`config.mk`:
```
export PLATFORM = sky130hd
export DESIGN_NAME = divp_top
export DESIGN_NICKNAME = d
export VERILOG_FILES = /design/src/hdl/divp_pkg.sv /design/src/hdl/divp_slot_if.sv /design/src/hdl/divp_top.sv /design/src/hdl/divp_slot_mux.sv
export VERILOG_INCLUDE_DIRS = /design/src /design/src/hdl
export SDC_FILE = /design/constraint.sdc
export NUM_CORES = 1
export LEC_CHECK = 0
export ABC_CLOCK_PERIOD_IN_PS = 5500
export BUFFER_PORTS_ARGS = -buffer_cell sky130_fd_sc_hd__buf_2
export CORE_MARGIN = 2
export CORE_UTILIZATION = 55
export CTS_BUF_LIST = sky130_fd_sc_hd__clkbuf_8
export CTS_CLUSTER_DIAMETER = 60
export DETAILED_ROUTE_END_ITERATION = 16
export MAX_ROUTING_LAYER = met4
export PLACE_DENSITY = 0.85
export SLEW_MARGIN = 5
export SYNTH_ARGS = -nofsm -noshare
export SYNTH_HDL_FRONTEND = slang
export SYNTH_SLANG_ARGS = --single-unit
export TNS_END_PERCENT = 20
```
`constraint.sdc`:
```
create_clock -name clk -period 5.5 [get_ports clk]
set_input_delay 0 -clock clk [delete_from_list [all_inputs] [get_ports clk]]
set_output_delay 0 -clock clk [all_outputs]
set_load 0.05 [all_outputs]
```
`src/hdl/divp_consts.svh`:
```
/*
  Constants for the interrupt vector and priority resolver: trap
  numbers of every hardware source, vector forming, reset values.
  Assumes inclusion by the package and by the design modules.
*/
`ifndef DIVP_CONSTS_SVH
`define DIVP_CONSTS_SVH

// Trap numbers of the hardware sources
`define DIVP_TRAP_RESET     5'h00
`define DIVP_TRAP_NMI       5'h01
`define DIVP_TRAP_EXT0      5'h10
`define DIVP_TRAP_EXT1      5'h11
`define DIVP_TRAP_EXT2      5'h12
`define DIVP_TRAP_TIMER0    5'h13
`define DIVP_TRAP_SP0_RX    5'h14
`define DIVP_TRAP_SP0_TX    5'h15
`define DIVP_TRAP_SLOT22    5'h16
`define DIVP_TRAP_SLOT23    5'h17
`define DIVP_TRAP_EXT3      5'h18
`define DIVP_TRAP_HOST      5'h19
`define DIVP_TRAP_SLOT26    5'h1A
`define DIVP_TRAP_SLOT27    5'h1B
`define DIVP_TRAP_DMA4      5'h1C
`define DIVP_TRAP_DMA5      5'h1D

// Vector location is trap number shifted left by this amount
`define DIVP_VEC_SHIFT      2

// Traps that hardware may raise; 2..15 and 30..31 never set
`define DIVP_HW_MASK        32'h3FFF0003

// Pending set after reset release: the reset trap itself
`define DIVP_PEND_RST       32'h00000001
`define DIVP_SEL_RST        4'h0
`define DIVP_TRAP_RST       5'h00
`define DIVP_VEC_RST        7'h00

// Index of each shared slot within the select group
`define DIVP_SLOT_IDX22     0
`define DIVP_SLOT_IDX23     1
`define DIVP_SLOT_IDX26     2
`define DIVP_SLOT_IDX27     3

`endif

```
`src/hdl/divp_pkg.sv`:
```
/*
  Types for the interrupt vector and priority resolver.
  Assumes divp_consts.svh on the include path.
*/
package divp_pkg;
  typedef logic [4:0]  divp_trap_t;
  typedef logic [6:0]  divp_vec_t;
  typedef logic [31:0] divp_pend_t;
  typedef logic [3:0]  divp_sel_t;
  typedef enum logic
  {
    DIVP_VARIANT_FIRST,
    DIVP_VARIANT_SECOND
  } divp_variant_t;
endpackage

```
`src/hdl/divp_slot_if.sv`:
```
/*
  Carrier for one shared interrupt slot: default source, alternate
  DMA source, select, and the routed request.
  Assumes one instance per shared slot inside the resolver.
*/
`timescale 1ns/1ns
interface divp_slot_if;
  logic dflt_irq;
  logic alt_irq;
  logic alt_sel;
  logic slot_irq;
  modport mux
  (
    input  dflt_irq,
    input  alt_irq,
    input  alt_sel,
    output slot_irq
  );
  modport top
  (
    output dflt_irq,
    output alt_irq,
    output alt_sel,
    input  slot_irq
  );
endinterface

```
`src/hdl/divp_top.sv`:
```
/*
  Interrupt vector and priority resolver for the core sequencer.
  Latches source events, picks the highest priority pending trap and
  presents its trap number and vector until the sequencer takes it.
  Assumes sources give one-cycle event pulses synchronous to clk and
  the sequencer answers with a one-cycle take strobe.
*/
// Function
// - Reset is trap 0, priority 1, vector 0; NMI trap 1, vector 4
// - Vector equals four times trap; ext user irq zero is trap 16
// - Ext user irqs one, two are traps 17, 18; timer zero trap 19
// - Ext user irq three is trap 24; host port irq is trap 25
// - Serial port zero receive and transmit are traps 20 and 21
// - First variant: trap 22 belongs only to DMA channel zero
// - First variant: trap 23 from timer one, or DMA one if selected
// - Traps 26, 27 from serial port one, or DMA two and three
// - Second variant: traps 22, 23 from serial port two or DMA 0, 1
// - DMA channel four completion is trap 28, vector 70
// - DMA five is trap 29; vectors 78 to 7F never produced
// - Lowest priority number wins; traps 2 to 15 have no hardware
`timescale 1ns/1ns
`include "divp_consts.svh"
module divp_top
#(
  parameter divp_pkg::divp_variant_t VARIANT =
    divp_pkg::DIVP_VARIANT_FIRST           // Interrupt map in use
)
(
  input  wire logic                clk,                     // Core clock
  input  wire logic                rst_b,                   // Sync reset
  input  wire logic                sw_reset_req,            // Soft reset
  input  wire logic                nmi_req,                 // NMI event
  input  wire logic                ext_user_irq_zero,       // Ext irq 0
  input  wire logic                ext_user_irq_one,        // Ext irq 1
  input  wire logic                ext_user_irq_two,        // Ext irq 2
  input  wire logic                ext_user_irq_three,      // Ext irq 3
  input  wire logic                timer_zero_irq,          // Timer 0
  input  wire logic                timer_one_irq,           // Timer 1
  input  wire logic                serial_port_zero_rx_irq, // Port 0 rx
  input  wire logic                serial_port_zero_tx_irq, // Port 0 tx
  input  wire logic                serial_port_one_rx_irq,  // Port 1 rx
  input  wire logic                serial_port_one_tx_irq,  // Port 1 tx
  input  wire logic                serial_port_two_rx_irq,  // Port 2 rx
  input  wire logic                serial_port_two_tx_irq,  // Port 2 tx
  input  wire logic                host_port_irq,           // Host port
  input  wire logic                dma_zero_irq,            // DMA ch 0
  input  wire logic                dma_one_irq,             // DMA ch 1
  input  wire logic                dma_two_irq,             // DMA ch 2
  input  wire logic                dma_three_irq,           // DMA ch 3
  input  wire logic                dma_four_irq,            // DMA ch 4
  input  wire logic                dma_five_irq,            // DMA ch 5
  input  wire divp_pkg::divp_sel_t dma_alt_sel,             // Slot selects
  input  wire logic                trap_take,               // Seq takes
  output logic                     trap_valid,              // Trap shown
  output divp_pkg::divp_trap_t     trap_number,             // Winner trap
  output divp_pkg::divp_vec_t      trap_vector              // Winner vec
);
  import divp_pkg::*;

  divp_sel_t  sel_ff;
  divp_sel_t  nxt_sel;
  divp_pend_t pend_ff;
  divp_pend_t nxt_pend;
  divp_pend_t set_vec;
  divp_pend_t clr_vec;
  logic       valid_ff;
  logic       nxt_valid;
  divp_trap_t trap_ff;
  divp_trap_t nxt_trap;
  divp_vec_t  vec_ff;
  divp_vec_t  nxt_vec;

  divp_slot_if slot_if [4] ();

  // Selects are registered so a source swap takes effect cleanly
  always_comb
  begin
    nxt_sel = dma_alt_sel;
  end

  always_ff @(posedge clk)
  begin
    if (!rst_b)
    begin
      sel_ff <= `DIVP_SEL_RST;
    end
    else
    begin
      sel_ff <= nxt_sel;
    end
  end

  // Slot 22: first variant has no alternate, DMA zero only
  always_comb
  begin
    if (VARIANT == DIVP_VARIANT_SECOND)
    begin
      slot_if[`DIVP_SLOT_IDX22].dflt_irq = serial_port_two_rx_irq;
      slot_if[`DIVP_SLOT_IDX22].alt_sel  = sel_ff[`DIVP_SLOT_IDX22];
    end
    else
    begin
      slot_if[`DIVP_SLOT_IDX22].dflt_irq = dma_zero_irq;
      slot_if[`DIVP_SLOT_IDX22].alt_sel  = 1'b0;
    end
    slot_if[`DIVP_SLOT_IDX22].alt_irq = dma_zero_irq;
  end

  // Slot 23: default source depends on the variant
  always_comb
  begin
    if (VARIANT == DIVP_VARIANT_SECOND)
    begin
      slot_if[`DIVP_SLOT_IDX23].dflt_irq = serial_port_two_tx_irq;
    end
    else
    begin
      slot_if[`DIVP_SLOT_IDX23].dflt_irq = timer_one_irq;
    end
    slot_if[`DIVP_SLOT_IDX23].alt_irq = dma_one_irq;
    slot_if[`DIVP_SLOT_IDX23].alt_sel = sel_ff[`DIVP_SLOT_IDX23];
  end

  // Slots 26 and 27 are the same in both variants
  always_comb
  begin
    slot_if[`DIVP_SLOT_IDX26].dflt_irq = serial_port_one_rx_irq;
    slot_if[`DIVP_SLOT_IDX26].alt_irq  = dma_two_irq;
    slot_if[`DIVP_SLOT_IDX26].alt_sel  = sel_ff[`DIVP_SLOT_IDX26];
    slot_if[`DIVP_SLOT_IDX27].dflt_irq = serial_port_one_tx_irq;
    slot_if[`DIVP_SLOT_IDX27].alt_irq  = dma_three_irq;
    slot_if[`DIVP_SLOT_IDX27].alt_sel  = sel_ff[`DIVP_SLOT_IDX27];
  end

  for (genvar gi = 0; gi < 4; gi++)
  begin : g_slot
    divp_slot_mux u_mux
    (
      .bus (slot_if[gi])
    );
  end

  // Source events onto their trap positions
  always_comb
  begin
    set_vec                       = '0;
    set_vec[`DIVP_TRAP_RESET]     = sw_reset_req;
    set_vec[`DIVP_TRAP_NMI]       = nmi_req;
    set_vec[`DIVP_TRAP_EXT0]      = ext_user_irq_zero;
    set_vec[`DIVP_TRAP_EXT1]      = ext_user_irq_one;
    set_vec[`DIVP_TRAP_EXT2]      = ext_user_irq_two;
    set_vec[`DIVP_TRAP_TIMER0]    = timer_zero_irq;
    set_vec[`DIVP_TRAP_SP0_RX]    = serial_port_zero_rx_irq;
    set_vec[`DIVP_TRAP_SP0_TX]    = serial_port_zero_tx_irq;
    set_vec[`DIVP_TRAP_SLOT22]    = slot_if[`DIVP_SLOT_IDX22].slot_irq;
    set_vec[`DIVP_TRAP_SLOT23]    = slot_if[`DIVP_SLOT_IDX23].slot_irq;
    set_vec[`DIVP_TRAP_EXT3]      = ext_user_irq_three;
    set_vec[`DIVP_TRAP_HOST]      = host_port_irq;
    set_vec[`DIVP_TRAP_SLOT26]    = slot_if[`DIVP_SLOT_IDX26].slot_irq;
    set_vec[`DIVP_TRAP_SLOT27]    = slot_if[`DIVP_SLOT_IDX27].slot_irq;
    set_vec[`DIVP_TRAP_DMA4]      = dma_four_irq;
    set_vec[`DIVP_TRAP_DMA5]      = dma_five_irq;
  end

  // Taken trap is cleared; a new event in the same cycle wins
  always_comb
  begin
    clr_vec = '0;
    if (valid_ff && trap_take)
    begin
      clr_vec[trap_ff] = 1'b1;
    end
    nxt_pend = ((pend_ff & ~clr_vec) | set_vec) & `DIVP_HW_MASK;
  end

  // Priority rises as trap number falls, so lowest set bit wins
  always_comb
  begin
    nxt_trap  = trap_ff;
    nxt_valid = 1'b0;
    for (int i = 31; i >= 0; i--)
    begin
      if (nxt_pend[i])
      begin
        nxt_trap  = divp_trap_t'(i);
        nxt_valid = 1'b1;
      end
    end
    if (!nxt_valid)
    begin
      nxt_trap = `DIVP_TRAP_RST;
    end
    nxt_vec = divp_vec_t'({2'b00, nxt_trap} << `DIVP_VEC_SHIFT);
  end

  // Reset leaves the reset trap pending for the sequencer
  always_ff @(posedge clk)
  begin
    if (!rst_b)
    begin
      pend_ff  <= `DIVP_PEND_RST;
      valid_ff <= 1'b0;
      trap_ff  <= `DIVP_TRAP_RST;
      vec_ff   <= `DIVP_VEC_RST;
    end
    else
    begin
      pend_ff  <= nxt_pend;
      valid_ff <= nxt_valid;
      trap_ff  <= nxt_trap;
      vec_ff   <= nxt_vec;
    end
  end

  assign trap_valid  = valid_ff;
  assign trap_number = trap_ff;
  assign trap_vector = vec_ff;
endmodule

```
`src/hdl/divp_slot_mux.sv`:
```
/*
  Source selector for one shared interrupt slot.
  Assumes a registered select from the resolver.
*/
`timescale 1ns/1ns
module divp_slot_mux
(
  divp_slot_if.mux bus  // One shared slot
);
  always_comb
  begin
    bus.slot_irq = bus.alt_sel ? bus.alt_irq : bus.dflt_irq;
  end
endmodule

```
# Yosys cells after proc, flatten, opt, wreduce, memory -nomap -nowiden
# Cells that the tools add are included.
# Widths: inputs -> output; s select.
# totals
ff_bits	28
output_inout_bits	13
in_bits	28
word_cells	51
# op_classes
n_lt_le_gt_ge	2
mux	39
n_bitwise	3
reduce_logical	2
# op_table
operator	n
$mux 5	17
$and 30x30->30	1
$mux 30	1
$not 30->30	1
$or 30x30->30	1
$mux 1	20
$lt 5x6->1 const B	1
$demux 1 s5	1
$ge 5x1->1 const B	1
$logic_and 1x1->1	2

# Logic depth before layout (Yosys ltp)
# Gate-level depths: netlist of run 1.
# depth
ltp_word	25
depth_mapped	7
mapped_depth_nobuf	6

# Modules after synthesis
# A second synthesis of run 1 with hierarchy kept.
# unflattened
cells_unflattened	148
hier_area_um2	1428.9
# by_module_without_submodules
module	cells_per_inst	area_each_um2	seq_area_each_um2	n_inst
divp_top	144	1368.8	500.5	1
divp_slot_mux	1	15.0	0.0	4

# Worst setup path after synthesis of run 1
# Ideal clock, no wire load.
# synth_timing
path_kind	reg-to-reg
startpoint	register trap_vector[6] (netlist name)
endpoint	register valid_ff, in the netlist trap_valid
arrival_time_ns	2.153
synth_period_minus_slack_ns	2.272
required_time_ns	5.380
path_stages_with_launch	6
setup_time_ns	0.120
path_buffers	0
slack_ns	3.228
cell_sequence	dfxtp_1 -> or4b_4 -> o22a_4 -> nor4_2 -> nand4_2 -> o31a_1
# synth_rtl
item	line_no	text
to (signal assigned)	divp_top.sv:209	valid_ff <= nxt_valid;
to (decl)	divp_top.sv:66	logic valid_ff;

==> results.yml, run 1 <==
status:
  outcome: "complete, no violations"
clock_network:
  postCtsSetupRepairBufs: 0
  post_cts_resized: 0
  cts_tree: "built"
  insertion_delay_ps: 280
  cts.path.max_buffers: 2
  clkTransAtPathRegs_ps: 90
  cts_root_buf: "clkbuf_8"
  cts_buffers: 3
  cts-htree-levels: 1
  cts.sinks: 25
hold_path:
  holdPathEnd: "pend_ff[0]"
  holdPathStages: 3
  min_path_type: "primary input to flop"
  hold_start: "sw_reset_req"
logic_synthesis:
  synth_mux_area_share_pct: 2.41
  synth.distinct_cells: 47
  synth-compound-area-share_pct: 19.5
  synth-edff-count: 0
  yosysTopAreaCell: "dfxtp_1"
  synth_area_sq_mm: 0.00130
  synth-main-ff-cell: "dfxtp_1"
  synthAdderAreaFrac_pct: 0
  synth_top_area_share_pct: 38.5
  synth_top_family_by_area: "simple AND/OR/NAND/NOR gates"
  yosys_register_bits: 25
  synthSimpleGateAreaFrac_pct: 32.9
  synth_warnings: 0
  yosys-top-cells-area: "dfxtp_1 39%, and2_1 5.8%, nor2_1 4.3%, buf_4 4.0%, a41oi_1 3.4%"
  syn_area_per_cell_sq_um: 9.15
  yosysSeqAreaShare_pct: 38.5
  synthCells: 142
  synth_xor_area_share_pct: 0
  async_flop_share_pct: 0
drt:
  wl_um: 3180
  via_count: 1195
  dr.pass1.iters: 4
  wl_per_cell_um: 15.6
  drc: 0
  via_per_inst: 5.86
  dr.first_iter.drc_count: 37
  ant_nets: 0
global_route:
  track_usage_pct: 27.5
  overflow: 0
  grt_start_max_net_pins: 23
  first_global_vias: 1152
  grt_pass1_wl_um: 5260
  antenna_found_initial: 0
placement:
  port_buffers: 35
  gp_congestion: 0.907
  hpwl_um: 2250
sta:
  rsz0062_at_grt: "false"
  whs_ps: 8.32
  slew_viol_final: 0
  post-route-min-period_ps: 2370
  hold_viol: 0
  setup_viol: 0
  maxSlewHeadroom_pct: 64.8
  fin_setup_tns_ps: 0
  clock.fmax_ghz: 0.422
  tightest_slew_ps: 528
  finalCritPeriodShare_pct: 43.0
  finClkSkew_ps: 9.18
cells_and_area:
  final_nets: 205
  layout-drive-gt1-share_pct: 26.1
  fin_util_pct: 69.9
  syn2layout_area_growth_pct: 19.1
  layout_common_cells: "35 x buf_2, 25 x dfxtp_1, 15 x nor2_1, 12 x and2_1"
  diodes: 0
  layout_commonest_cell: "buf_2"
job:
  max_cap_violations: 0
pwr:
  power_mw: 0.370
  powerDensity_mw_per_mm2: 239
  ir_drop_uv: 186
  p_leak_nw: 0.648
critical_path:
  r2r-start: "trap_vector[6]"
  worst_ep_required_time_ps: 5680
  r2r_cells: 5
  criticalPathCategory: "flop to flop"
  worst_setup_path_start_kind: "flop"
  timing.rr.end: "trap_valid"
  arrival_ps: 2540
  critPathLaunch: "trap_vector[6]"
  rrSetupSlack_ps: 3130
  crit_fanout: 15
  end_kind: "flop"
die:
  die_h_um: 52.6
  pin_count: 41
  dieArea_sq_mm: 0.00277
  die_x_um: 52.6
  num_rows: 17
  design.core.area_sq_mm: 0.00221
  start_util_pct: 58.7
[area by class of cell]
type	count	area, sq um
clock buffer	3	41.3
tap	28	35.0
multi-input combinational	104	719
clock inverter	1	7.51
fill	186	666
timing repair buffer	41	235
sequential	25	500
inverter	2	7.51
[repair_timing]
item | CTS | global route
hold buffers | 6 | 0
endpoints found under the setup margin | 0 | 0
endpoints found under the hold margin | 6 | 0
[layer usage]
layer,part of all wire [%],vias to the layer above,wire length [um],track usage [%]
li1,-,587,-,-
met5,0,-,0,-
met1,44,558,1410,34.4
met3,5.2,7,167,5.14
met4,2.0,0,63,12.8
met2,48,43,1540,42.9
[synthesized netlist by cell type (2+ instances only)]
master and count:
o31ai_1 2, a21oi_1 8, o2111a_1 2, a41oi_1 5
nand3_1 2, o21ai_0 2, nor4b_1 2, buf_2 3
nand2_1 8, and4b_1 3, o22ai_1 2, inv_1 2
nand4_1 2, and2_1 12, nand2b_1 2, o31a_1 2
mux2i_1 2, buf_4 7, and4_1 2, clkbuf_1 2
dfxtp_1 25, o21bai_1 2, nor2_1 15, nor2b_1 5
[critical path: stages (launching register included)]
cell and delay [ps]:
dfxtp_1 640, or4b_4 540, o22a_4 210, nor4_2 350, nand4_2 200, o31a_1 330
[report_power, final]
part / switching, mW / internal, mW
Sequential: 0.00490 / 0.191
Clock: 0.0617 / 0.0515
Combinational: 0.0345 / 0.0262
Total: 0.101 / 0.269
[cell families after synthesis]
kind of cell / after synthesis
compound gates: 33
buf+inv: 14
flops: 25
mux: 3
other cells: 1
simple gates: 66
[per-stage QoR]
stage	area, sq um	std cells	worst slack (ps)
after floorplan	1300	143	3230
after global placement	1440	194	3210
after detailed placement	1440	194	3180
after CTS	1550	204	3140
after global routing	1550	204	3000
final	1550	204	3130
[worst max-delay path by stage]
stage	end	slack, ps	depth (start not counted)
after floorplan	trap_valid	3230	5
after global placement	trap_valid	3210	5
after detailed placement	trap_valid	3180	5
after CTS	trap_valid	3140	5
after global routing	trap_valid	3000	5
final	trap_valid	3130	5
[state kept, by name (all words and copies together) (netlist names)]
signal and count:
trap_valid 1, pend_ff 16, trap_vector 5, sel_ff 3
Note: power is estimated with default switching activity, not from simulation.
==> run 2, diff against run 1 <==
--- a/config.mk
+++ b/config.mk
@@ -6,15 +6,15 @@
 export SDC_FILE = /design/constraint.sdc
 export NUM_CORES = 1
 export LEC_CHECK = 0
-export ABC_CLOCK_PERIOD_IN_PS = 5500
+export ABC_CLOCK_PERIOD_IN_PS = 2350
 export BUFFER_PORTS_ARGS = -buffer_cell sky130_fd_sc_hd__buf_2
 export CORE_MARGIN = 2
-export CORE_UTILIZATION = 55
+export CORE_UTILIZATION = 52
 export CTS_BUF_LIST = sky130_fd_sc_hd__clkbuf_8
 export CTS_CLUSTER_DIAMETER = 60
 export DETAILED_ROUTE_END_ITERATION = 16
 export MAX_ROUTING_LAYER = met4
-export PLACE_DENSITY = 0.85
+export PLACE_DENSITY = 0.81
 export SLEW_MARGIN = 5
 export SYNTH_ARGS = -nofsm -noshare
 export SYNTH_HDL_FRONTEND = slang
==> constraint.sdc (replaced) <==
create_clock -name clk -period 2.35 [get_ports clk]
set_input_delay 0 -clock clk [delete_from_list [all_inputs] [get_ports clk]]
set_output_delay 0 -clock clk [all_outputs]
set_load 0.05 [all_outputs]
==> results.yml, run 2 (synthesis gave the netlist of run 1 again) <==
drt:
  via_count: 1162
  wl_per_cell_um: 14.7
  drc: 0
  via_per_inst: 5.61
  dr.first_iter.drc_count: 17
  dr.pass1.iters: 4
  wl_um: 3040
  ant_nets: 0
critical_path:
  cp_num_buf_inv: 0
  arrival_ps: 2280
  crit_family: "simple AND/OR/NAND/NOR gates"
  timing.rr.end: "trap_valid"
  rrSetupSlack_ps: 230
  criticalPathCategory: "flop to flop"
  critPathMaxStageDelay_ps: 450
  crit_fanout: 8
  worst_ep_required_time_ps: 2510
  path_cells: "and4b_1 -> a41oi_1 -> nor4b_2 -> nand4_2 -> o31a_1"
  worst_setup_path_start_kind: "flop"
  r2r-start: "trap_vector[2]"
  crit_slowest_cell: "dfxtp_1"
  end_kind: "flop"
  r2r_cells: 5
die:
  start_util_pct: 53.9
  design.core.area_sq_mm: 0.00241
  dieArea_sq_mm: 0.00291
  pin_count: 41
  num_rows: 18
  die_x_um: 54.0
  die_h_um: 54.0
clock_network:
  post_cts_resized: 0
  cts_root_buf: "clkbuf_8"
  cts_tree: "built"
  cts.sinks: 25
  postCtsSetupRepairBufs: 0
  cts_buffers: 3
  insertion_delay_ps: 270
  cts-htree-levels: 1
  clkTransAtPathRegs_ps: 80
  cts.path.max_buffers: 2
  postCtsHoldBufs: 4
pwr:
  p_leak_nw: 0.661
  ir_drop_uv: 484
  powerDensity_mw_per_mm2: 547
  power_mw: 0.846
hold_path:
  min_path_type: "primary input to flop"
  hold_start: "ext_user_irq_zero"
  holdPathEnd: "pend_ff[16]"
  holdPathStages: 3
sta:
  finalCritPeriodShare_pct: 90.2
  slew_viol_final: 0
  post-route-min-period_ps: 2120
  clock.fmax_ghz: 0.472
  rsz0062_at_grt: "false"
  tightest_slew_ps: 508
  whs_ps: 3.50
  fin_setup_tns_ps: 0
  finClkSkew_ps: 2.67
  maxSlewHeadroom_pct: 65.7
  hold_viol: 0
  setup_viol: 0
cells_and_area:
  layout_common_cells: "35 x buf_2, 25 x dfxtp_1, 15 x nor2_1, 12 x and2_1"
  layout_commonest_cell: "buf_2"
  layout-drive-gt1-share_pct: 27.1
  final_nets: 206
  fin_util_pct: 64.2
  largest_reg_flops: 16
  diodes: 0
  syn2layout_area_growth_pct: 19.2
  largest-register: "pend_ff"
  fillers: 203
global_route:
  grt_pass1_wl_um: 4910
  antenna_found_initial: 0
  first_global_vias: 1053
  track_usage_pct: 24.3
  grt_start_max_net_pins: 23
  overflow: 0
placement:
  port_buffers: 35
  hpwl_um: 2190
  gp_congestion: 0.856
job:
  max_cap_violations: 0
status:
  outcome: "complete, no violations"
run 2: cell types whose count changed in the layout (fill, tap and decap cells not counted), sizes merged:
cell         previous run  this run
inv                     2         3
clkinvlp                1         0
dlygate4sd3             6         4
buf                    35        38
run 2: power by group:
group / switching [mW] / total [mW] / internal, mW
Sequential: 0.00964 / 0.457 / 0.447
Combinational: 0.0810 / 0.141 / 0.0596
Clock: 0.131 / 0.248 / 0.117
Total: 0.222 / 0.846 / 0.624
run 2: worst reg2reg max path: cells and delay by family, from the launching register on:
kind / cells / cell delay [ps]
flip-flops: 1 / 450
AO/OA/AOI/OAI: 2 / 590
AND/OR/NAND/NOR: 3 / 960
run 2: layout make-up:
class	count	area, sq um	area share, %
Tap cell	30	37.5	2.43
Clock inverter	1	3.75	0.243
Multi-Input combinational cell	104	719	46.5
Sequential cell	25	500	32.3
Clock buffer	3	41.3	2.67
Timing Repair Buffer	42	238	15.4
Inverter	2	7.51	0.485
run 2: worst max path at each step:
stage / from / endpoint / slack [ps] / depth (start not counted)
after CTS: trap_vector[2] / trap_valid / 250 / 5
after global placement: trap_vector[2] / trap_valid / 320 / 5
after global routing: trap_vector[2] / trap_valid / 60 / 5
final: trap_vector[2] / trap_valid / 230 / 5
after floorplan: trap_vector[6] / trap_valid / 80 / 5
after detailed placement: trap_vector[2] / trap_valid / 280 / 5
run 2: per-layer routing:
layer / vias to the layer above / global-route usage [%] / wire length (um)
met5: - / - / 0
met4: 0 / 12.1 / 77
met3: 10 / 3.33 / 160
met2: 43 / 38.6 / 1500
met1: 525 / 30.3 / 1300
li1: 584 / - / -
run 2: per-stage QoR:
| stage | instances | setup WS (ps) | instance area [sq um] |
|---|---|---|---|
| finish | 207 | 230 | 1550 |
| global placement | 199 | 315 | 1460 |
| floorplan | 143 | 77.8 | 1300 |
| CTS | 207 | 249 | 1550 |
| global route | 207 | 55.2 | 1550 |
| detailed placement | 199 | 281 | 1460 |
==> run 3, diff against run 2 <==
--- a/config.mk
+++ b/config.mk
@@ -6,10 +6,11 @@
 export SDC_FILE = /design/constraint.sdc
 export NUM_CORES = 1
 export LEC_CHECK = 0
+export ABC_AREA = 1
 export ABC_CLOCK_PERIOD_IN_PS = 2350
 export BUFFER_PORTS_ARGS = -buffer_cell sky130_fd_sc_hd__buf_2
 export CORE_MARGIN = 2
-export CORE_UTILIZATION = 52
+export CORE_UTILIZATION = 51
 export CTS_BUF_LIST = sky130_fd_sc_hd__clkbuf_8
 export CTS_CLUSTER_DIAMETER = 60
 export DETAILED_ROUTE_END_ITERATION = 16
==> results.yml, run 3 <==
logic_synthesis:
  yosysTopAreaCell: "dfxtp_1"
  synth-edff-count: 0
  synth_top_area_share_pct: 41.7
  yosysSeqAreaShare_pct: 41.7
  yosysMostFrequentCell: "nand2_1"
  yosys_register_bits: 25
  syn_area_per_cell_sq_um: 7.27
  synthCells: 165
  synth-main-ff-cell: "dfxtp_1"
  async_flop_share_pct: 0
  synth_area_sq_mm: 0.00120
  synth.distinct_cells: 24
  yosys-top-cells-area: "dfxtp_1 42%, nand2_1 15%, nor2_1 6.6%, a21oi_2 5.1%, buf_4 4.4%"
  synth_warnings: 0
  synth_top_cells_by_count: "49 x nand2_1, 25 x dfxtp_1, 21 x nor2_1"
critical_path:
  r2r_cells: 13
  r2r-start: "trap_vector[2]"
  criticalPathCategory: "flop to flop"
  worst_ep_required_time_ps: 2500
  rrSetupSlack_ps: 320
  timing.rr.end: "trap_vector[2]"
  end_kind: "flop"
  crit_fanout: 5
  arrival_ps: 2180
  worst_setup_path_start_kind: "flop"
sta:
  clock.fmax_ghz: 0.493
  maxSlewHeadroom_pct: 66.5
  setup_viol: 0
  rsz0062_at_grt: "false"
  finClkSkew_ps: 4.86
  post-route-min-period_ps: 2030
  hold_viol: 1
  whs_ps: -8.73
  fin_setup_tns_ps: 0
  tightest_slew_ps: 502
  finalCritPeriodShare_pct: 86.4
  slew_viol_final: 0
die:
  design.core.area_sq_mm: 0.00221
  die_x_um: 52.5
  pin_count: 41
  num_rows: 17
  die_h_um: 52.5
  dieArea_sq_mm: 0.00276
  start_util_pct: 54.2
clock_network:
  cts.path.max_buffers: 2
  postCtsHoldBufs: 15
  cts-htree-levels: 1
  clkTransAtPathRegs_ps: 80
  insertion_delay_ps: 260
  cts.sinks: 25
  cts_buffers: 3
  post_cts_resized: 0
  postCtsSetupRepairBufs: 0
  cts_root_buf: "clkbuf_8"
  cts_tree: "built"
status:
  outcome: "finished, violations left"
  violations: "hold timing"
placement:
  port_buffers: 35
  gp_congestion: 0.783
  dpl_cell_area_sq_mm: 0.00136
  hpwl_um: 1990
pwr:
  powerDensity_mw_per_mm2: 545
  p_leak_nw: 0.727
  ir_drop_uv: 455
global_route:
  grt_pass1_wl_um: 4750
  antenna_found_initial: 0
  track_usage_pct: 24.2
  overflow: 0
  first_global_vias: 1067
  grt_start_max_net_pins: 17
job:
  max_cap_violations: 0
cells_and_area:
  diodes: 0
  syn2layout_area_growth_pct: 29.4
  final_nets: 241
  layout-drive-gt1-share_pct: 31.6
  largest_reg_flops: 16
  layout_commonest_cell: "nand2_1"
  largest-register: "pend_ff"
  fillers: 182
  fin_area_sq_mm: 0.00155
  layout_common_cells: "49 x nand2_1, 35 x buf_2, 25 x dfxtp_1, 21 x nor2_1"
drt:
  ant_nets: 0
  wl_per_cell_um: 11.9
  dr.pass1.iters: 4
  via_per_inst: 4.95
  via_count: 1189
  dr.first_iter.drc_count: 20
  wl_um: 2860
  drc: 0
hold_path:
  min_path_type: "primary input to flop"
  holdPathEnd: "pend_ff[1]"
  hold_start: "nmi_req"
  holdPathStages: 3
run 3: changes by cell type in the layout (fill, tap and decap cells not counted), sizes merged, moves of 5 or more:
cell / delta
nand2: +45
inv: +19
and2: -12
dlygate4sd3: +11
nor2: +11
a21oi: +8
a41oi: -5
nor2b: -5
run 3: layer usage:
| layer | wire [um] | vias up | GRT usage, % |
|---|---|---|---|
| met2 | 1470 | 52 | 41.0 |
| met3 | 164 | 8 | 5.14 |
| met1 | 1170 | 530 | 28.1 |
| met4 | 53 | 0 | 8.97 |
| met5 | 0 | - | - |
| li1 | - | 599 | - |
run 3: stage by stage:
stage / hold WS [ps] / instances / utilization [%] / total power, mW / setup slack [ps]
CTS: 3.58 / 240 / 70.2 / 0.845 / 364
floorplan: 68.8 / 166 / - / 0.554 / 276
global placement: 184 / 221 / 61.4 / 0.584 / 450
finish: -8.73 / 240 / 70.2 / 0.846 / 320
detailed placement: 188 / 221 / 61.4 / 0.590 / 386
global route: 19.6 / 240 / 70.2 / 0.885 / 163
run 3: worst max path at each step:
stage,endpoint,depth (start not counted),start,slack (ps)
6_report,trap_vector[2],13,trap_vector[2],320
5_1_grt,trap_vector[2],15,trap_vector[3],160
4_1_cts,trap_vector[2],13,trap_vector[2],360
3_5_place_dp,trap_vector[2],13,trap_vector[2],390
3_3_place_gp,trap_vector[2],13,trap_vector[2],450
2_1_floorplan,trap_vector[2],13,trap_valid,280
run 3: final cells by class:
| type | instances | area [sq um] | share of cell area [%] |
|---|---|---|---|
| Multi-Input combinational cell | 112 | 568 | 36.6 |
| Sequential cell | 25 | 500 | 32.2 |
| Tap cell | 28 | 35.0 | 2.26 |
| Timing Repair Buffer | 50 | 325 | 21.0 |
| Clock inverter | 1 | 3.75 | 0.242 |
| Clock buffer | 3 | 41.3 | 2.66 |
| Inverter | 21 | 78.8 | 5.08 |
run 3: logic make-up (layout without fill, tap and decap cells):
| group | count (synthesis) | count (layout) | share of synthesized area (%) |
|---|---|---|---|
| AO/OA/AOI/OAI | 22 | 22 | 14.1 |
| buffers and inverters | 29 | 75 | 11.3 |
| other | 1 | 2 | 0.313 |
| flip-flops | 25 | 25 | 41.7 |
| AND/OR/NAND/NOR | 88 | 88 | 32.6 |
run 3: worst max-delay path, cell delays in order, from the launching register on:
cell and delay (ps):
dfxtp_1 400, inv_2 80, nor3_4 290, nand2_1 160, a21oi_4 210, nand2_2 90, nor2_4 100, nand3_2 90
nor3_2 140, inv_2 70, o21ai_2 160, inv_2 60, nand2_2 50, a21oi_1 30
run 3: where the power goes:
part | leakage (nW) | internal, mW | switching [mW]
clock network | 0.0269 | 0.117 | 0.128
logic | 0.492 | 0.0597 | 0.0832
registers | 0.208 | 0.448 | 0.0112
total | 0.727 | 0.624 | 0.222
